File: config.mk
export PLATFORM = sky130hd
export DESIGN_NAME = lpt_device_flat
export DESIGN_NICKNAME = d
export VERILOG_FILES = /design/src/lpt_pkg.sv /design/src/lpt_if.sv /design/src/lpt_device.sv /design/src/flat_wrapper.sv
export SDC_FILE = /design/constraint.sdc
export NUM_CORES = 1
export LEC_CHECK = 0
export ABC_AREA = 1
export BUFFER_PORTS_ARGS = -buffer_cell sky130_fd_sc_hd__buf_2
export CELL_PAD_IN_SITES_DETAIL_PLACEMENT = 1
export CELL_PAD_IN_SITES_GLOBAL_PLACEMENT = 1
export CORE_UTILIZATION = 42
export DETAILED_ROUTE_END_ITERATION = 10
export PLACE_DENSITY = 0.82
export SYNTH_ARGS = -nofsm -noshare
export SYNTH_HDL_FRONTEND = slang
export SYNTH_SLANG_ARGS = --single-unit
File: constraint.sdc
create_clock -name i_mclk -period 6.2 [get_ports i_mclk]
set_input_delay 0.93 -clock i_mclk [delete_from_list [all_inputs] [get_ports i_mclk]]
set_output_delay 0.93 -clock i_mclk [all_outputs]
set_load 0.1 [all_outputs]
File: src/lpt_pkg.sv
package lpt_pkg;
  // ==========================================================
  // Opcodes
  localparam logic [7:0] OP_RATE_TABLE = 8'h5f;
  localparam logic [7:0] OP_POWER_CTRL = 8'h25;
  localparam logic [7:0] OP_RATE_LEVEL = 8'h2b;
  localparam logic [7:0] OP_BIAS = 8'ha2;
  localparam logic [7:0] OP_CONTRAST = 8'h81;
  localparam logic [7:0] OP_DISCHARGE = 8'hea;
  localparam logic [7:0] OP_STANDBY = 8'ha8;
  localparam logic [7:0] OP_STANDBY_MASK = 8'hfe;
  localparam logic [7:0] OP_SLOPE = 8'h4e;
  localparam logic [7:0] OP_SLOPE_SIGN = 8'h39;
  localparam logic [7:0] OP_STATUS = 8'h8e;
  localparam logic [7:0] OP_OSC = 8'haa;
  localparam logic [7:0] OP_OSC_MASK = 8'hfe;
  localparam logic [7:0] OP_DISPLAY = 8'hae;
  localparam logic [7:0] OP_DISPLAY_MASK = 8'hfe;
  localparam logic [7:0] OP_SCAN = 8'hc4;
  localparam logic [7:0] OP_TEMP_DETECT = 8'h68;
  localparam logic [7:0] OP_TEMP_DETECT_MASK = 8'hfe;
  localparam logic [7:0] OP_DRIVE_METHOD = 8'he7;
  // ==========================================================
  // Field layout and limits
  localparam int POWER_BITS = 7;
  localparam int BIAS_BITS = 4;
  localparam int DISCH_BITS = 4;
  localparam int CONTRAST_BITS = 10;
  localparam int BANDS = 16;
  localparam int INVERSION_RESET_BY_FRAME_FLAG_POS = 4;
  localparam logic [3:0] BIAS_MAX = 4'ha;
  localparam logic [9:0] CONTRAST_MAX = 10'h23f;
  localparam logic [3:0] POS_SLOPE_MAX = 4'h3;
  localparam logic [3:0] MAX_PARAMS = 4'h8;
  // ==========================================================
  // Reset values
  localparam logic [15:0] RATE_RST = 16'h0000;
  localparam logic [9:0] CONTRAST_RST = 10'h000;
  localparam logic [3:0] BIAS_RST = 4'h0;
endpackage

File: src/lpt_if.sv
`timescale 1ns/1ps
interface lpt_if;
  logic cmd_param_select;
  logic rd_not_wr;
  logic strobe;
  logic [7:0] wdata;
  logic [7:0] rdata;
  logic rvalid;
  modport host (output cmd_param_select, output rd_not_wr, output strobe, output wdata,
    input rdata, input rvalid);
  modport dev (input cmd_param_select, input rd_not_wr, input strobe, input wdata,
    output rdata, output rvalid);
endinterface // lpt_if

File: src/lpt_device.sv
// Behaviour
// - Don't-care parameter bits are ignored
// - Rate table: two bytes, four band nibbles
// - Single-rate table from code to fps
// - Doubled table from code to fps
// - Rate level bit 0 picks doubling
// - Power byte bits 6..0 enable blocks
// - Host starts oscillator before power on
// - Host runs external clock before power
// - Bias low nibble, 1/6 to 1/16
// - Contrast: low byte, then upper two
// - Discharge byte bits 3..0 per supply
// - Host discharges only supplies turned off
// - Opcode bit 0 enters or leaves standby
// - Slope command: eight bytes, sixteen nibbles
// - Positive slopes limited to three
// - Slope n gives n times 10 mV/degree
// - Sign command: two bytes, bands 7..0 first
// - Status read returns two flag bytes
// - Set bit means on, except inversion reset
`timescale 1ns/1ps
module lpt_device (
  input wire logic i_mclk,
  input wire logic i_rst,
  lpt_if.dev bus,
  input wire logic [3:0] i_band_sel,
  output logic [15:0] o_rate_codes,
  output logic o_rate_doubler,
  output logic [8:0] o_frame_rate,
  output logic [6:0] o_power_on,
  output logic [3:0] o_bias_ratio_code,
  output logic [4:0] o_bias_denominator,
  output logic [9:0] o_contrast_code,
  output logic [3:0] o_discharge,
  output logic o_standby,
  output logic o_oscillator_on,
  output logic [63:0] o_slope_codes,
  output logic [15:0] o_slope_signs,
  output logic signed [8:0] o_band_coeff_10mv
);
  import lpt_pkg::*;

  // ==========================================================
  // Lookup functions
  // single-rate table
  function automatic logic [8:0] rate_x1(input logic [3:0] c);
    logic [8:0] r;
    r = 9'h000;
    case (c)
      4'h0: r = 9'd143; 4'h1: r = 9'd117; 4'h2: r = 9'd98; 4'h3: r = 9'd80;
      4'h4: r = 9'd72; 4'h5: r = 9'd62; 4'h6: r = 9'd58; 4'h7: r = 9'd54;
      4'h8: r = 9'd48; 4'h9: r = 9'd44; 4'ha: r = 9'd40; 4'hb: r = 9'd38;
      4'hc: r = 9'd36; 4'hd: r = 9'd34; 4'he: r = 9'd12; default: r = 9'd5;
    endcase
    return r;
  endfunction

  function automatic logic [8:0] rate_x2(input logic [3:0] c);
    logic [8:0] r;
    r = 9'h000;
    case (c)
      4'h0: r = 9'd286; 4'h1: r = 9'd234; 4'h2: r = 9'd198; 4'h3: r = 9'd161;
      4'h4: r = 9'd143; 4'h5: r = 9'd123; 4'h6: r = 9'd117; 4'h7: r = 9'd107;
      4'h8: r = 9'd95; 4'h9: r = 9'd87; 4'ha: r = 9'd81; 4'hb: r = 9'd78;
      4'hc: r = 9'd72; 4'hd: r = 9'd67; 4'he: r = 9'd24; default: r = 9'd10;
    endcase
    return r;
  endfunction

  // ==========================================================
  // Command tracking
  logic [7:0] op_reg;
  logic [3:0] idx_reg;
  logic wr_cmd, wr_par, rd_par;
  assign wr_cmd = bus.strobe && !bus.cmd_param_select && !bus.rd_not_wr;
  assign wr_par = bus.strobe && bus.cmd_param_select && !bus.rd_not_wr;
  assign rd_par = bus.strobe && bus.cmd_param_select && bus.rd_not_wr;

  always_ff @(posedge i_mclk) begin
    if (i_rst) begin
      op_reg <= 8'h00;
      idx_reg <= 4'h0;
    end else if (wr_cmd) begin
      op_reg <= bus.wdata;
      idx_reg <= 4'h0;
    end else if ((wr_par || rd_par) && idx_reg < MAX_PARAMS) begin
      idx_reg <= idx_reg + 4'h1;
    end
  end

  // ==========================================================
  // Settings
  logic [15:0] rate_reg;
  logic dbl_reg;
  logic [6:0] power_reg;
  logic [3:0] bias_reg;
  logic [9:0] contrast_reg;
  logic [7:0] contrast_lo_reg;
  logic [3:0] disch_reg;
  logic standby_reg, osc_reg, disp_reg, scan_il_reg, scan_rev_reg, temp_det_reg, inversion_reset_by_frame_flag_reg;
  logic [63:0] slope_reg;
  logic [15:0] sign_reg;

  always_ff @(posedge i_mclk) begin
    if (i_rst) rate_reg <= RATE_RST;
    else if (wr_par && op_reg == OP_RATE_TABLE && idx_reg == 4'h0) rate_reg[7:0] <= bus.wdata;
    else if (wr_par && op_reg == OP_RATE_TABLE && idx_reg == 4'h1) rate_reg[15:8] <= bus.wdata;
  end

  always_ff @(posedge i_mclk) begin
    if (i_rst) dbl_reg <= 1'b0;
    else if (wr_par && op_reg == OP_RATE_LEVEL && idx_reg == 4'h0) dbl_reg <= bus.wdata[0];
  end

  always_ff @(posedge i_mclk) begin
    if (i_rst) power_reg <= '0;
    else if (wr_par && op_reg == OP_POWER_CTRL && idx_reg == 4'h0) power_reg <= bus.wdata[POWER_BITS-1:0];
  end

  always_ff @(posedge i_mclk) begin
    if (i_rst) bias_reg <= BIAS_RST;
    else if (wr_par && op_reg == OP_BIAS && idx_reg == 4'h0 && bus.wdata[3:0] <= BIAS_MAX)
      bias_reg <= bus.wdata[BIAS_BITS-1:0];
  end

  // contrast low then high
  // Code applied whole on second byte so no half-updated value shows
  always_ff @(posedge i_mclk) begin
    if (i_rst) begin
      contrast_lo_reg <= 8'h00;
      contrast_reg <= CONTRAST_RST;
    end else if (wr_par && op_reg == OP_CONTRAST && idx_reg == 4'h0) begin
      contrast_lo_reg <= bus.wdata;
    end else if (wr_par && op_reg == OP_CONTRAST && idx_reg == 4'h1) begin
      contrast_reg <= ({bus.wdata[1:0], contrast_lo_reg} > CONTRAST_MAX) ? CONTRAST_MAX
        : {bus.wdata[1:0], contrast_lo_reg};
    end
  end

  always_ff @(posedge i_mclk) begin
    if (i_rst) disch_reg <= '0;
    else if (wr_par && op_reg == OP_DISCHARGE && idx_reg == 4'h0) disch_reg <= bus.wdata[DISCH_BITS-1:0];
  end

  always_ff @(posedge i_mclk) begin
    if (i_rst) standby_reg <= 1'b0;
    else if (wr_cmd && (bus.wdata & OP_STANDBY_MASK) == OP_STANDBY) standby_reg <= bus.wdata[0];
  end

  // Single-opcode flags that feed the status bytes
  always_ff @(posedge i_mclk) begin
    if (i_rst) begin
      osc_reg <= 1'b0;
      disp_reg <= 1'b0;
      temp_det_reg <= 1'b0;
    end else if (wr_cmd) begin
      if ((bus.wdata & OP_OSC_MASK) == OP_OSC) osc_reg <= bus.wdata[0];
      if ((bus.wdata & OP_DISPLAY_MASK) == OP_DISPLAY) disp_reg <= bus.wdata[0];
      if ((bus.wdata & OP_TEMP_DETECT_MASK) == OP_TEMP_DETECT) temp_det_reg <= bus.wdata[0];
    end
  end

  always_ff @(posedge i_mclk) begin
    if (i_rst) begin
      scan_il_reg <= 1'b0;
      scan_rev_reg <= 1'b0;
      inversion_reset_by_frame_flag_reg <= 1'b0;
    end else if (wr_par && idx_reg == 4'h0) begin
      if (op_reg == OP_SCAN) begin
        scan_il_reg <= bus.wdata[1];
        scan_rev_reg <= bus.wdata[0];
      end
      if (op_reg == OP_DRIVE_METHOD) inversion_reset_by_frame_flag_reg <= bus.wdata[INVERSION_RESET_BY_FRAME_FLAG_POS];
    end
  end

  always_ff @(posedge i_mclk) begin
    if (i_rst) slope_reg <= '0;
    else if (wr_par && op_reg == OP_SLOPE && idx_reg < MAX_PARAMS)
      slope_reg[idx_reg[2:0]*8 +: 8] <= bus.wdata;
  end

  always_ff @(posedge i_mclk) begin
    if (i_rst) sign_reg <= '0;
    else if (wr_par && op_reg == OP_SLOPE_SIGN && idx_reg == 4'h0) sign_reg[7:0] <= bus.wdata;
    else if (wr_par && op_reg == OP_SLOPE_SIGN && idx_reg == 4'h1) sign_reg[15:8] <= bus.wdata;
  end

  // ==========================================================
  // Status read
  // two status bytes
  // inversion_reset_by_frame_flag bit set means reset off
  always_ff @(posedge i_mclk) begin
    if (i_rst) begin
      bus.rdata <= 8'h00;
      bus.rvalid <= 1'b0;
    end else begin
      bus.rvalid <= rd_par && op_reg == OP_STATUS && idx_reg < 4'h2;
      if (rd_par && op_reg == OP_STATUS && idx_reg == 4'h0)
        bus.rdata <= {disp_reg, osc_reg, power_reg[5:0]};
      else if (rd_par && op_reg == OP_STATUS && idx_reg == 4'h1)
        bus.rdata <= {|disch_reg, scan_il_reg, scan_rev_reg, standby_reg, temp_det_reg, inversion_reset_by_frame_flag_reg, 1'b0, 1'b0};
      else
        bus.rdata <= 8'h00;
    end
  end

  // ==========================================================
  // Outputs
  logic [3:0] band_code;
  logic [3:0] band_slope;
  logic [3:0] slope_eff;
  assign band_code = rate_reg[i_band_sel[1:0]*4 +: 4];
  assign band_slope = slope_reg[i_band_sel*4 +: 4];
  assign slope_eff = (sign_reg[i_band_sel] && band_slope > POS_SLOPE_MAX) ? POS_SLOPE_MAX : band_slope;

  always_ff @(posedge i_mclk) begin
    if (i_rst) begin
      o_frame_rate <= 9'h000;
      o_band_coeff_10mv <= 9'sh000;
      o_bias_denominator <= 5'h06;
    end else begin
      o_frame_rate <= dbl_reg ? rate_x2(band_code) : rate_x1(band_code);
      // signed coefficient in 10 mV units
      o_band_coeff_10mv <= sign_reg[i_band_sel] ? $signed({5'h00, slope_eff}) : -$signed({5'h00, slope_eff});
      o_bias_denominator <= 5'h06 + {1'b0, bias_reg};
    end
  end

  always_ff @(posedge i_mclk) begin
    if (i_rst) begin
      o_rate_codes <= '0;
      o_rate_doubler <= 1'b0;
      o_power_on <= '0;
      o_bias_ratio_code <= '0;
      o_contrast_code <= '0;
      o_discharge <= '0;
      o_standby <= 1'b0;
      o_oscillator_on <= 1'b0;
      o_slope_codes <= '0;
      o_slope_signs <= '0;
    end else begin
      o_rate_codes <= rate_reg;
      o_rate_doubler <= dbl_reg;
      // Standby shuts analog blocks without discharging them
      o_power_on <= standby_reg ? 7'h00 : power_reg;
      o_bias_ratio_code <= bias_reg;
      o_contrast_code <= contrast_reg;
      o_discharge <= disch_reg;
      o_standby <= standby_reg;
      o_oscillator_on <= osc_reg;
      o_slope_codes <= slope_reg;
      o_slope_signs <= sign_reg;
    end
  end
endmodule // lpt_device

File: src/flat_wrapper.sv
// flat-port wrapper written by rule: the top's interface ports become plain ports
module lpt_device_flat import lpt_pkg::*;
  (i_mclk, i_rst, i_band_sel, o_rate_codes, o_rate_doubler, o_frame_rate, o_power_on, o_bias_ratio_code, o_bias_denominator, o_contrast_code, o_discharge, o_standby, o_oscillator_on, o_slope_codes, o_slope_signs, o_band_coeff_10mv, bus_cmd_param_select, bus_rd_not_wr, bus_strobe, bus_wdata, bus_rdata, bus_rvalid);
  lpt_if bus_i ();
  input wire logic i_mclk;
  input wire logic i_rst;
  input wire logic [3:0] i_band_sel;
  output logic [15:0] o_rate_codes;
  output logic o_rate_doubler;
  output logic [8:0] o_frame_rate;
  output logic [6:0] o_power_on;
  output logic [3:0] o_bias_ratio_code;
  output logic [4:0] o_bias_denominator;
  output logic [9:0] o_contrast_code;
  output logic [3:0] o_discharge;
  output logic o_standby;
  output logic o_oscillator_on;
  output logic [63:0] o_slope_codes;
  output logic [15:0] o_slope_signs;
  output logic signed [8:0] o_band_coeff_10mv;
  input wire logic [$bits(bus_i.cmd_param_select)-1:0] bus_cmd_param_select;
  input wire logic [$bits(bus_i.rd_not_wr)-1:0] bus_rd_not_wr;
  input wire logic [$bits(bus_i.strobe)-1:0] bus_strobe;
  input wire logic [$bits(bus_i.wdata)-1:0] bus_wdata;
  output wire logic [$bits(bus_i.rdata)-1:0] bus_rdata;
  output wire logic [$bits(bus_i.rvalid)-1:0] bus_rvalid;
  assign bus_i.cmd_param_select = bus_cmd_param_select;
  assign bus_i.rd_not_wr = bus_rd_not_wr;
  assign bus_i.strobe = bus_strobe;
  assign bus_i.wdata = bus_wdata;
  assign bus_rdata = bus_i.rdata;
  assign bus_rvalid = bus_i.rvalid;
  lpt_device u_core (.i_mclk(i_mclk), .i_rst(i_rst), .bus(bus_i), .i_band_sel(i_band_sel), .o_rate_codes(o_rate_codes), .o_rate_doubler(o_rate_doubler), .o_frame_rate(o_frame_rate), .o_power_on(o_power_on), .o_bias_ratio_code(o_bias_ratio_code), .o_bias_denominator(o_bias_denominator), .o_contrast_code(o_contrast_code), .o_discharge(o_discharge), .o_standby(o_standby), .o_oscillator_on(o_oscillator_on), .o_slope_codes(o_slope_codes), .o_slope_signs(o_slope_signs), .o_band_coeff_10mv(o_band_coeff_10mv));
endmodule
Word level (Yosys, flattened, before mapping). Memories as Yosys holds them, arrays and structs flattened. Index checks and enable logic that the tools add are counted.

Register bits: 305. Bits in latches: 0. Bits in writable memories: 0. Memory bits (read-only): 272. Bits of input ports: 17. Output and inout bits: 156. Word-level logic and storage cells: 129. Memories kept: 2.

Add/subtract/negate cells: 4. Multipliers: 0. Div/mod/pow operators: 0. Order comparisons: 6. Equality and inequality tests: 16. Shift-type cells: 4. Mux-type cells: 9. Bitwise logic cells: 3. Reduce and logical (&&, ||, !) cells: 49.

Memory list: (no name shown) (words 16, width 9, rd ports 1, clocked after memory_dff 0, wr ports 0, RTL line lpt_device.sv:61) `case (c)`; (no name shown) (words 16, width 8, rd ports 1, clocked after memory_dff 0, wr ports 0, RTL line lpt_device.sv:49) `case (c)`.

Operator list (number): bitwise mux 64 bit (1); variable shift 8 x 34 -> 64 bit, first input constant (1); variable part select 64 x 7 -> 4 bit (1); variable part select 8 x 34 -> 64 bit (1); equality test 8 bit, second input constant (6); negator 6 -> 34 bit (1); logical AND 1 bit (33); equality test 8 x 6 -> 1 bit, second input constant (3); equality test 7 bit, second input constant (3); equality test 8 x 7 -> 1 bit, second input constant (2); 2-to-1 mux 8 bit (2); AND reduction 2 bit (8); variable part select 16 x 5 -> 4 bit (1); greater-than comparator 10 bit, second input constant (1); 2-to-1 mux 10 bit (1); 2-to-1 mux 9 bit (1); negator 4 -> 9 bit (1); 2-to-1 mux 4 bit (2); equality test 7 x 6 -> 1 bit, second input constant (1); OR reduction 2 bit (3); adder 3 x 4 -> 5 bit, first input constant (1); less-than comparator 4 x 5 -> 1 bit, second input constant (1); adder 4 x 1 -> 4 bit, second input constant (1); binary-select mux 1 bit (select 4 bit) (1); other kinds (11) (14).

Depth between registers and ports, before layout. Gate-level depths: netlist (run 1).

Depth in word-level cells: 6. Gate-level depth with buffers: 15. Mapped depth without buffers: 13.

Worst setup path before layout (run 1). Ideal clock, no wire load.

Path kind: input port to flip-flop. Start: in i_band_sel[0]. End: reg u_core.o_band_coeff_10mv[1]. Data arrival time: 2.409 ns. Required time: 6.091 ns. Path slack: 3.682 ns. Stages: 15. Path buffers: 2. Path through: buf_6 > inv_4 > buf_6 > nand2_1 > nand3_1 > nand3_1 > nand3_1 > nand2_2 > o21ai_2 > and3_1 > ha_1 > o21ai_0 > inv_1 > nand2_1 > inv_1.

Word-level cells in the longest chain between the ends: 6. Elaborated cells on any way between the ends: 8.

RTL lines: start: declaration (RTL line flat_wrapper.sv:7) `input wire logic [3:0] i_band_sel;`; variable part select 64 x 7 -> 4 bit / binary-select mux 1 bit (select 4 bit) (equally long branches) (RTL line lpt_device.sv:214, lpt_device.sv:215, lpt_device.sv:225); greater-than comparator 4 x 2 -> 1 bit / 2-to-1 mux 1 bit (equally long branches) (RTL line lpt_device.sv:215, lpt_device.sv:225); logical AND 1 bit (RTL line lpt_device.sv:215) `assign slope_eff = (sign_reg[i_band_sel] && band_slope > POS_SLOPE_MAX) ? POS_SLOPE_MAX : band_slope;`; 2-to-1 mux 4 bit (RTL line lpt_device.sv:215); negator 4 -> 9 bit (RTL line lpt_device.sv:225) `o_band_coeff_10mv <= sign_reg[i_band_sel] ? $signed({5'h00, slope_eff}) : -$signed({5'h00, slope_eff});`; 2-to-1 mux 4 bit * (RTL line lpt_device.sv:225); end signal: assignment (RTL line lpt_device.sv:225); end: declaration (RTL line lpt_device.sv:39) `output logic signed [8:0] o_band_coeff_10mv`.

Mark *: on every way between the ends. The rest lies on a longest branch, timed or not. The select of a mux whose other input is x is not followed. A chain may end at the register's enable or synchronous reset.

Worst setup path in the final report (run 1).
Start: reg u_core.idx_reg[0]. End: reg u_core.slope_reg[49].

Word-level cells in the longest chain between the ends: 3. Elaborated cells on any way between the ends: 6.

RTL lines: start: declaration (RTL line lpt_device.sv:73) `logic [3:0] idx_reg;`; start signal: assignment (RTL line lpt_device.sv:87) `idx_reg <= idx_reg + 4'h1;`; negator 6 -> 34 bit (RTL line lpt_device.sv:180) `slope_reg[idx_reg[2:0]*8 +: 8] <= bus.wdata;`; variable part select 8 x 34 -> 64 bit / variable shift 8 x 34 -> 64 bit (equally long branches) (RTL line lpt_device.sv:180); bitwise mux 64 bit (RTL line lpt_device.sv:180); end signal: indexed assignment (RTL line lpt_device.sv:180); end: declaration (RTL line lpt_device.sv:101) `logic [63:0] slope_reg;`.

Parallel ways exist; a longest one is shown, timed or not.

==> key figures, run 1 <==
Run status
  • Outcome: completed

Layout
  • Share of cells above drive strength 1: 0.171
  • Footprint of the multi-input gates: 4230 um2
  • Fillers: 3,314
  • Total Nets Final: 1,571
  • Sequential Area: 6050 um2
  • Most frequent cells in the layout: dfxtp_1 (302), inv_1 (194), nand2_1 (174), buf_2 (171), nor2_1 (160)
  • Post-route cell area: 13,400 um2
  • Ant diodes: 0
  • Most common cell after layout, fill and taps aside: dfxtp_1
  • Syn-to-layout area delta: 16.5%

Floorplanning
  • Core Footprint: 26,900 um2
  • Die area: 28,000 um2
  • IO Pins: roughly 170
  • Die Span X: approximately 170 um
  • Height of the die: ~170 um
  • Initial core utilization: 0.427
  • Core Rows: 60

Setup path
  • Worst-path cell chain: inv_1 > ha_1 > ha_1 > inv_1 > nand3_1 > nor2_1 > nand3_1 > inv_1 > o21ai_0 > a21oi_1
  • Reg2reg setup slack: 2.59 ns
  • Arr. time, crit path: slightly above 4 ns
  • CP Capture Point: u_core.slope_reg[49]
  • Crit path max-delay cell type: dfxtp_1
  • Worst r2r src: u_core.idx_reg[0]
  • Critical Path Start: u_core.idx_reg[0]
  • CP Capture Type: register
  • RR Endpoint: u_core.slope_reg[49]
  • Crit Path Class: reg2reg
  • Crit-path max FO: 22
  • R2R cell count: 10
  • Max incr delay on CP: 0.80 ns
  • Startpoint types: register
  • Worst path required time: 6.69 ns
  • CP dominant cell by count: inv_1

Logic synthesis
  • Syn nets: 1,438
  • Ranking of synthesized cells by area: dfxtp_1 (53%), inv_1 (6.4%), nand2_1 (5.7%)
  • Post-synth cell types: between 40 and 50
  • Post-synthesis cell count: 1,407
  • YS warnings: 0
  • Post-Syn Area per Cell: 8.15 um2
  • Register area share after synthesis: 0.527
  • Netlist Area Pre-Place: 11,500 um2
  • Synth area leader: dfxtp_1
  • Post-synth ARST share: 0
  • Synth top area share: 0.527
  • Synthesized flop and latch total: 302
  • Synth Flop Type: dfxtp_1
  • Post-synth EDFFs: 0

Job
  • Max Cap Viol: 0

Clocking
  • Clock latency on the worst-skew pair: approximately 0.56 ns
  • # clock sinks: 302
  • Cts bufs inserted: 31
  • CTS root buf: clkbuf_16
  • Post-CTS resize count: 0
  • TritonCTS clock tree: built
  • Post-CTS Setup Inserts: 0
  • Post-CTS Hold Buffers: 0
  • # H-tree levels: 1
  • Clk buf depth: 3
  • Clock transition at path regs: 0.06 ns

Power
  • VDD IR max: ~200 uV
  • Switching power: 1.05 mW
  • Sequential share of power: 0.471
  • LEAKAGE: 5.67 nW
  • PwrDens: 312 nW/um2
  • Clk pwr share: 0.448
  • Switching Fraction: 0.252
  • Combinational share of power: 0.081
  • Internal power: 3.12 mW

STA
  • RSZ-0062 raised after global routing: false
  • Final setup fails: 0
  • Final period util: 0.583
  • Max-slew violation count: 0
  • Worst-margin pin slew: approximately 1.1 ns
  • Worst Clk Skew: 0.0125 ns
  • Minimum clock period: 3.61 ns
  • Hold slack: 0.431 ns
  • Final hold violation count: 0
  • Slew headroom: 0.296
  • FMAX: 277 MHz
  • Post-Route Setup TNS: 0 ns

Placed design
  • PortBufs: 172
  • Area post-placement: 12,400 um2
  • GPL Wtd Cong: ~0.95
  • HPWL after detailed placement: approximately 25,000 um

Global routing
  • Vias in the first global route: 10,200
  • Total track usage: 0.254
  • Largest net degree at the start of global routing: 91
  • Gr ovfl total: 0
  • Global-route wire length before repair: 56,200 um
  • Antenna violations before repair: 0

Routing
  • Residual DRC: 0
  • Routed WL per cell: 18.9 um
  • Routed Wire Length: 35,900 um
  • DRT iter0 DRCs: a little under 700
  • Vias: just over 10,000
  • Vias/cell: 5.37
  • Final ANT Viol Nets: 0
  • DR pass1 iterations: 5

Min path
  • Tightest Hold Check Type: reg2reg
per-layer routing:
metal	part of all wire	global-route usage	vias up
met5	0	0	-
met4	0.039	0.102	0
met3	0.051	0.0338	88
met2	0.48	0.433	323
met1	0.43	0.323	4970
li1	-	-	4836
per-stage QoR:
step	setup WS [ns]	util	std cells	power, mW
floorplan	3.68	-	1407	2.26
global placement	2.51	0.460	1848	2.33
detailed placement	2.40	0.460	1848	2.34
CTS	2.69	0.497	1901	4.19
global route	2.26	0.497	1901	4.30
finish	2.59	0.497	1901	4.17
power groups by stage:
stage	Clock, mW	Combinational (mW)	Sequential [mW]
after floorplan	0	0.181	2.08
after global placement	0	0.321	2.01
after detailed placement	0	0.330	2.01
after CTS	1.90	0.333	1.96
after global routing	1.98	0.359	1.96
final	1.87	0.336	1.96
worst max-delay path: cells and delay by family, from the launching register on:
kind,cells,cell delay (ns)
adders and majority gates,2,0.68
AOI/OAI and AO/OA,2,0.31
and+or+nand+nor,3,0.68
DFF,1,0.80
buffers and inverters,3,1.05
cells in the mapped netlist (all sizes together) (7+ instances only):
cell type	n
nand2	181
a21oi	110
o31ai	31
inv	203
nor4	14
nor3	15
o21ai	122
clkbuf	38
nand4	18
buf	36
dfxtp	302
nand3	101
o22ai	7
nor2	171
a211oi	18
ha	14
worst min-delay path by stage:
stage | start | end | slack (ns) | cells after the start
floorplan | u_core.bias_reg[0] | u_core.o_bias_ratio_code[0] | 0.40 | 2
global placement | u_core.contrast_reg[9] | u_core.o_contrast_code[9] | 0.42 | 2
detailed placement | u_core.bias_reg[0] | u_core.o_bias_ratio_code[0] | 0.43 | 2
CTS | u_core.bias_reg[0] | u_core.o_bias_ratio_code[0] | 0.44 | 2
global route | u_core.bias_reg[0] | u_core.o_bias_ratio_code[0] | 0.46 | 2
finish | u_core.bias_reg[0] | u_core.o_bias_ratio_code[0] | 0.43 | 2
area by class of cell:
type | instances | share of cell area
clock buffers | 39 | 0.0618
inverters | 205 | 0.0578
multi-input cells | 826 | 0.316
repair buffers | 174 | 0.0657
well taps | 341 | 0.0319
clock inverters | 14 | 0.0137
flip-flops and latches | 302 | 0.453
cell families (layout without fill, tap and decap cells):
| family | after synthesis | count (layout) | synth area share |
|---|---|---|---|
| DFF | 302 | 302 | 0.527 |
| adders and majority gates | 14 | 14 | 0.0153 |
| and+or+nand+nor | 504 | 504 | 0.200 |
| xor gates and xnor gates | 1 | 1 | 0.000764 |
| buffers and inverters | 279 | 432 | 0.104 |
| AOI/OAI and AO/OA | 307 | 307 | 0.153 |
Note: power is estimated with default switching activity, not from simulation.
==> run 2, diff against run 1 <==
--- a/config.mk
+++ b/config.mk
@@ -5,13 +5,13 @@
 export SDC_FILE = /design/constraint.sdc
 export NUM_CORES = 1
 export LEC_CHECK = 0
-export ABC_AREA = 1
+export ABC_AREA = 0
 export BUFFER_PORTS_ARGS = -buffer_cell sky130_fd_sc_hd__buf_2
 export CELL_PAD_IN_SITES_DETAIL_PLACEMENT = 1
 export CELL_PAD_IN_SITES_GLOBAL_PLACEMENT = 1
 export CORE_UTILIZATION = 42
 export DETAILED_ROUTE_END_ITERATION = 10
-export PLACE_DENSITY = 0.82
+export PLACE_DENSITY = 0.79
 export SYNTH_ARGS = -nofsm -noshare
 export SYNTH_HDL_FRONTEND = slang
 export SYNTH_SLANG_ARGS = --single-unit
==> constraint.sdc (replaced) <==
create_clock -name i_mclk -period 3.8 [get_ports i_mclk]
set_input_delay 0.57 -clock i_mclk [delete_from_list [all_inputs] [get_ports i_mclk]]
set_output_delay 0.57 -clock i_mclk [all_outputs]
set_load 0.1 [all_outputs]
==> run 2 against run 1 <==
Against the previous run: the flow now finishes with violations (design-rule violations); power up 55%; critical path type unchanged; non-clock buffer count is 11 higher; clock power grew 59%; sequential share of layout area up 0.22 points; largest cell class unchanged.
==> key figures, run 2 <==
STA
  • Post-Route Setup TNS: 0 ns (unchanged)
  • Minimum clock period: 3.14 ns (-0.479 ns)
  • Final period util: 0.825 (+0.242)
  • Slew headroom: 0.401 (+0.104)
  • Final hold violation count: 0 (unchanged)
  • Max-slew violation count: 0 (unchanged)
  • Fin worst setup slack: 0.665 ns (-1.92 ns)
  • Worst-margin pin slew: 0.894 ns (-0.161 ns)
  • Final setup fails: 0 (unchanged)
  • RSZ-0062 raised after global routing: false
  • Worst Clk Skew: 0.00908 ns (-0.00344 ns)
  • FMAX: 319 MHz (+15%)

Clocking
  • TritonCTS clock tree: built
  • Post-CTS Setup Inserts: 0 (unchanged)
  • Clock latency on the worst-skew pair: 0.54 ns (-0.02 ns)
  • CTS root buf: clkbuf_16
  • Clk buf depth: 3 (unchanged)
  • # H-tree levels: 1 (unchanged)
  • Post-CTS Hold Buffers: 0 (unchanged)
  • Cts bufs inserted: 31 (unchanged)
  • # clock sinks: 302 (unchanged)
  • Clock transition at path regs: 0.06 ns (about the same)
  • Post-CTS resize count: 0 (unchanged)

Logic synthesis
  • YS warnings: 0 (unchanged)
  • Post-synth cell types: 56 (+22%)
  • Ranking of synthesized cells by area: dfxtp_1 (54%), mux2i_1 (6.1%), nor2b_1 (5.7%)
  • Post-synth ARST share: 0 (unchanged)
  • Post-synth EDFFs: 0 (unchanged)
  • Register area share after synthesis: 0.540 (+0.0124)
  • Synth top cells by count: dfxtp_1 (302), nor2_1 (103), nor2b_1 (102)
  • Netlist Area Pre-Place: 11,200 um2 (-2.3%)
  • Most common cell in the netlist: dfxtp_1
  • Synth area leader: dfxtp_1
  • Post-synthesis cell count: 1,105 (-21%)
  • Synthesized flop and latch total: 302 (unchanged)
  • Syn nets: 1,136 (-21%)
  • Post-Syn Area per Cell: 10.1 um2 (+24%)
  • Synth Flop Type: dfxtp_1
  • Synth top area share: 0.540 (+0.0124)

Setup path
  • Worst r2r src: u_core.idx_reg[0]
  • RR Endpoint: u_core.slope_reg[48]
  • CP Capture Point: u_core.slope_reg[48]
  • Worst-path cell chain: inv_1 > ha_1 > ha_1 > nor2_1 > nand2_1 > or4_1 > or3b_1 > a21oi_1
  • Crit-path max FO: 9 (-59%)
  • Reg2reg setup slack: 0.66 ns (-1.92 ns)
  • Crit Path Class: reg2reg
  • Critical Path Start: u_core.idx_reg[0]
  • CP Capture Type: register
  • CP dominant cell by count: ha_1
  • Max incr delay on CP: 0.73 ns (-0.07 ns)
  • Critical path's top delay family: simple AND/OR/NAND/NOR gates
  • Startpoint types: register
  • Crit path max-delay cell type: or4_1
  • CP bufs+invs: 1 (-2)
  • Worst path required time: 4.27 ns (-2.42 ns)
  • R2R cell count: 8 (-2)
  • Arr. time, crit path: 3.61 ns (-0.49 ns)
  • CP Depth: 8 (-2)

Routing
  • Vias: 8,622 (-16%)
  • Routed Wire Length: 31,200 um (-13%)
  • Final ANT Viol Nets: 0 (unchanged)
  • Residual DRC: 24 (+24)
  • DRT iter0 DRCs: 521 (-23%)
  • DR pass1 iterations: 8 (+3)
  • Vias/cell: 5.37 (-0.17%)
  • Routed WL per cell: 19.4 um (+2.7%)

Placed design
  • HPWL after detailed placement: 21,300 um (-15%)
  • GPL Wtd Cong: 0.864 (-8.7%)
  • Area post-placement: 12,300 um2 (-0.52%)
  • PortBufs: 172 (unchanged)
  • Setup WS pre-CTS: 0.562 ns (-1.83 ns)

Global routing
  • Vias in the first global route: 8,764 (-14%)
  • Global-route wire length before repair: 48,700 um (-13%)
  • Antenna violations before repair: 1 (+1)
  • Largest net degree at the start of global routing: 98 (+7.7%)
  • Gr ovfl total: 0 (unchanged)
  • Total track usage: 0.230 (-0.0239)

Power
  • PwrDens: 485 nW/um2 (+55%)
  • Switching Fraction: 0.224 (-0.0277)
  • VDD IR max: 333 uV (+66%)
  • Internal power: 5.00 mW (+60%)
  • Sequential share of power: 0.494 (+0.023)
  • Switching power: 1.45 mW (+38%)
  • Combinational share of power: 0.044 (-0.037)
  • Clk pwr share: 0.462 (+0.014)
  • LEAKAGE: 5.87 nW (+3.4%)

Floorplanning
  • Core Footprint: 26,100 um2 (-2.8%)
  • IO Pins: 173 (unchanged)
  • Die area: 27,300 um2 (-2.3%)
  • Core Rows: 59 (-1.7%)
  • Initial core utilization: 0.429 (+0.00203)
  • Die Span X: 165 um (-1.1%)
  • Height of the die: 165 um (-1.1%)

Min path
  • Tightest Hold Check Type: reg2reg

Layout
  • Syn-to-layout area delta: 18.7%
  • Post-route cell area: 13,300 um2 (-0.49%)
  • Most frequent cells in the layout: dfxtp_1 (302), buf_2 (171), nor2_1 (103), nor2b_1 (102), nand2_1 (73)
  • Ant diodes: 0 (unchanged)
  • Most common cell after layout, fill and taps aside: dfxtp_1
  • Share of cells above drive strength 1: 0.223 (+0.0528)
  • Total Nets Final: 1,281 (-18%)

Job
  • Max Cap Viol: 0 (unchanged)

Run status
  • Failing checks: design-rule violations
  • Outcome: finished, violations left
[run 2: area by class of cell]
class / instances / area, um2
inverter: 33 / 124
timing repair buffer: 185 / 965
multi-input combinational: 697 / 4730
fill: 2940 / 12800
sequential: 302 / 6050
clock buffer: 43 / 891
tap: 335 / 419
clock inverter: 12 / 116
[run 2: how the worst min path moves through the flow]
stage | from | end | slack, ns | depth (start not counted)
floorplan | u_core.bias_reg[1] | u_core.o_bias_denominator[1] | 0.40 | 1
global placement | u_core.contrast_reg[2] | u_core.o_contrast_code[2] | 0.44 | 2
detailed placement | u_core.contrast_reg[5] | u_core.o_contrast_code[5] | 0.44 | 2
CTS | u_core.contrast_reg[1] | u_core.o_contrast_code[1] | 0.45 | 2
global route | u_core.contrast_reg[1] | u_core.o_contrast_code[1] | 0.46 | 2
finish | u_core.bias_reg[1] | u_core.o_bias_denominator[1] | 0.45 | 1
[run 2: power by group through the flow]
stage / clock, mW / combinational, mW / sequential, mW
final: 2.98 / 0.285 / 3.19
after global routing: 3.18 / 0.303 / 3.19
after CTS: 3.04 / 0.285 / 3.19
after detailed placement: 0 / 0.284 / 3.26
after global placement: 0 / 0.278 / 3.26
after floorplan: 0 / 0.156 / 3.30
[run 2: worst reg2reg max path: stages, from the launching register on]
cell and delay (ns):
dfxtp_1 0.48, inv_1 0.15, ha_1 0.28, ha_1 0.30, nor2_1 0.38, nand2_1 0.17
or4_1 0.73, or3b_1 0.43, a21oi_1 0.14
[run 2: cells by family (layout without fill, tap and decap cells)]
kind of cell | after synthesis | after routing | synth area share
adders and majority gates | 14 | 14 | 0.0156
and+or+nand+nor | 438 | 438 | 0.209
buffers and inverters | 106 | 273 | 0.0387
AOI/OAI and AO/OA | 144 | 144 | 0.0782
muxes | 96 | 96 | 0.115
DFF | 302 | 302 | 0.540
xor gates and xnor gates | 5 | 5 | 0.00391
[run 2: metal layers]
metal  wire length [um]  vias up  track usage  part of all wire
li1                   -     4045            -                 -
met1              13400     4238        0.299              0.43
met2              15100      272        0.388              0.48
met3               1980       65       0.0377             0.063
met4                761        2       0.0707             0.024
met5                 10        -            0           0.00032
[run 2: per-stage QoR]
stage	util	power (mW)	hold WS, ns	std cells
2_1_floorplan	-	3.46	0.404	1105
3_3_place_gp	0.470	3.53	0.437	1552
3_5_place_dp	0.470	3.54	0.438	1552
4_1_cts	0.509	6.51	0.450	1607
5_1_grt	0.509	6.67	0.462	1607
6_report	0.509	6.45	0.451	1607
==> run 3, diff against run 2 <==
--- a/config.mk
+++ b/config.mk
@@ -5,11 +5,11 @@
 export SDC_FILE = /design/constraint.sdc
 export NUM_CORES = 1
 export LEC_CHECK = 0
-export ABC_AREA = 0
+export ABC_AREA = 1
 export BUFFER_PORTS_ARGS = -buffer_cell sky130_fd_sc_hd__buf_2
 export CELL_PAD_IN_SITES_DETAIL_PLACEMENT = 1
 export CELL_PAD_IN_SITES_GLOBAL_PLACEMENT = 1
-export CORE_UTILIZATION = 42
+export CORE_UTILIZATION = 38
 export DETAILED_ROUTE_END_ITERATION = 10
 export PLACE_DENSITY = 0.79
 export SYNTH_ARGS = -nofsm -noshare
==> constraint.sdc (replaced) <==
create_clock -name i_mclk -period 2.85 [get_ports i_mclk]
set_input_delay 0.4275 -clock i_mclk [delete_from_list [all_inputs] [get_ports i_mclk]]
set_output_delay 0.4275 -clock i_mclk [all_outputs]
set_load 0.1 [all_outputs]
==> run 3 against run 2 <==
Against the previous run: the run now ends clean; combinational power grew to 2.6 times the previous value; first-iteration DRC count grew 27%; cell area grew 2.3%; wire length grew 19%; core utilization shrank 5.0 points; clock power grew 39%; via count grew 18%; largest cell class unchanged; largest power group unchanged.
==> key figures, run 3 (synthesized netlist as in run 1, its figures left out) <==
Clocking
  • Post-CTS resize count: 0 (unchanged)
  • TritonCTS clock tree: built
  • Clock transition at path regs: 0.06 ns (about the same)
  • CTS root buf: clkbuf_16
  • Clk buf depth: 3 (unchanged)
  • # clock sinks: 302 (unchanged)
  • # H-tree levels: 2 (+1)
  • Cts bufs inserted: 34 (+9.7%)
  • Clock latency on the worst-skew pair: 0.52 ns (-0.02 ns)
  • Post-CTS Hold Buffers: 0 (unchanged)
  • Post-CTS Setup Inserts: 0 (unchanged)

STA
  • RSZ-0062 raised after global routing: false
  • Minimum clock period: 2.56 ns (-0.576 ns)
  • Max-slew violation count: 0 (unchanged)
  • Post-Route Setup TNS: 0 ns (unchanged)
  • Fin worst setup slack: 0.291 ns (-0.374 ns)
  • Worst-margin pin slew: 0.662 ns (-0.232 ns)
  • Hold slack: 0.317 ns (-0.133 ns)
  • FMAX: 391 MHz (+22%)
  • Worst Clk Skew: 0.0281 ns (+0.0190 ns)
  • Slew headroom: 0.559 (+0.158)
  • Final hold violation count: 0 (unchanged)
  • Final setup fails: 0 (unchanged)
  • Final period util: 0.898 (+0.0730)

Placed design
  • GPL Wtd Cong: 0.922 (+6.7%)
  • PortBufs: 172 (unchanged)
  • Area post-placement: 12,600 um2 (+2.2%)
  • Placed Cells: 1,914 (+23%)
  • HPWL after detailed placement: 25,900 um (+22%)
  • Setup WS pre-CTS: 0.374 ns (-0.188 ns)

Setup path
  • Crit-path max FO: 8 (-1)
  • Crit Path Class: reg2reg
  • Reg2reg setup slack: 0.29 ns (-0.37 ns)
  • RR Endpoint: u_core.slope_reg[37]
  • Arr. time, crit path: 2.96 ns (-0.65 ns)
  • Worst r2r src: u_core.idx_reg[1]
  • R2R cell count: 8 (unchanged)
  • Critical Path Start: u_core.idx_reg[1]
  • CP Capture Point: u_core.slope_reg[37]
  • Worst path required time: 3.25 ns (-1.02 ns)
  • Startpoint types: register
  • CP Capture Type: register

Global routing
  • Largest net degree at the start of global routing: 76 (-22%)
  • Global-route wire length before repair: 57,900 um (+19%)
  • Vias in the first global route: 10,300 (+17%)
  • Gr ovfl total: 0 (unchanged)
  • Total track usage: 0.241 (+0.0117)
  • Antenna violations before repair: 0 (-1)

Routing
  • Routed Wire Length: 37,100 um (+19%)
  • Vias/cell: 5.15 (-4.0%)
  • Vias: 10,200 (+18%)
  • Final ANT Viol Nets: 0 (unchanged)
  • Routed WL per cell: 18.8 um (-3.1%)
  • DR pass1 iterations: 6 (-2)
  • Residual DRC: 0 (-100%)
  • DRT iter0 DRCs: 662 (+27%)

Power
  • LEAKAGE: 5.78 nW (-1.5%)
  • Switching power: 2.35 mW (+63%)
  • VDD IR max: 346 uV (+4.0%)
  • Clk pwr share: 0.452 (-0.010)
  • Switching Fraction: 0.257 (+0.0326)
  • Internal power: 6.81 mW (+36%)
  • Combinational share of power: 0.082 (+0.038)
  • Sequential share of power: 0.466 (-0.028)
  • Power, Total: 9.17 mW (+42%)
  • PwrDens: 674 nW/um2 (+39%)

Floorplanning
  • Core Rows: 63 (+6.8%)
  • Initial core utilization: 0.387 (-0.0418)
  • Core Footprint: 29,600 um2 (+13%)
  • Height of the die: 176 um (+6.3%)
  • Die area: 30,900 um2 (+13%)
  • Die Span X: 176 um (+6.3%)
  • IO Pins: 173 (unchanged)

Job
  • Max Cap Viol: 0 (unchanged)

Layout
  • Finished Core Util: 0.459 (-0.0498)
  • Syn-to-layout area delta: 18.7% (about the same)
  • Sequential Area: 6050 um2 (unchanged)
  • Most frequent cells in the layout: dfxtp_1 (302), inv_1 (194), nand2_1 (174), buf_2 (171), nor2_1 (160)
  • Post-route cell area: 13,600 um2 (+2.3%)
  • Most common cell after layout, fill and taps aside: dfxtp_1
  • Ant diodes: 0 (unchanged)
  • Share of cells above drive strength 1: 0.181 (-0.0419)
  • Total Nets Final: 1,591 (+24%)
  • Footprint of the multi-input gates: 4230 um2 (-11%)
  • Fillers: 3,648 (+24%)
  • Non-filler cells, final: 1,972 (+23%)

Run status
  • Outcome: completed

Min path
  • Tightest Hold Check Type: in2reg
run 3: worst min-delay path by stage:
stage	depth (start not counted)	end	slack [ns]	from
final	3	u_core.op_reg[0]	0.32	bus_cmd_param_select
after global routing	3	u_core.op_reg[1]	0.33	bus_cmd_param_select
after CTS	3	u_core.op_reg[1]	0.31	bus_cmd_param_select
after detailed placement	2	u_core.o_contrast_code[5]	0.43	u_core.contrast_reg[5]
after global placement	2	u_core.o_contrast_code[5]	0.43	u_core.contrast_reg[5]
after floorplan	2	u_core.o_bias_ratio_code[0]	0.40	u_core.bias_reg[0]
run 3: cell type report:
type | instances | share of cell area
clock inverter | 10 | 0.00478
clock buffer | 48 | 0.0724
timing repair buffer | 191 | 0.0749
sequential | 302 | 0.444
inverter | 205 | 0.0568
multi-input combinational | 826 | 0.311
tap | 390 | 0.0359
run 3: power groups by stage:
stage	Sequential [mW]	Clock [mW]	Combinational, mW
2_1_floorplan	4.52	0	0.393
3_3_place_gp	4.36	0	0.728
3_5_place_dp	4.36	0	0.742
4_1_cts	4.27	4.21	0.747
5_1_grt	4.27	4.37	0.809
6_report	4.27	4.14	0.753
run 3: metal layers:
metal,share of wire,GRT usage,wire (um),vias up
met5,0,0,0,-
met3,0.054,0.0385,2020,79
met2,0.46,0.394,17100,307
li1,-,-,-,4881
met1,0.45,0.316,16600,4887
met4,0.039,0.101,1450,0
run 3: critical path, stage by stage (launching register included):
cell,delay (ns)
dfxtp_1,0.42
inv_1,0.12
ha_1,0.23
ha_1,0.35
inv_1,0.12
nor4_1,0.56
nand3_1,0.42
nand2_1,0.17
o31ai_1,0.08
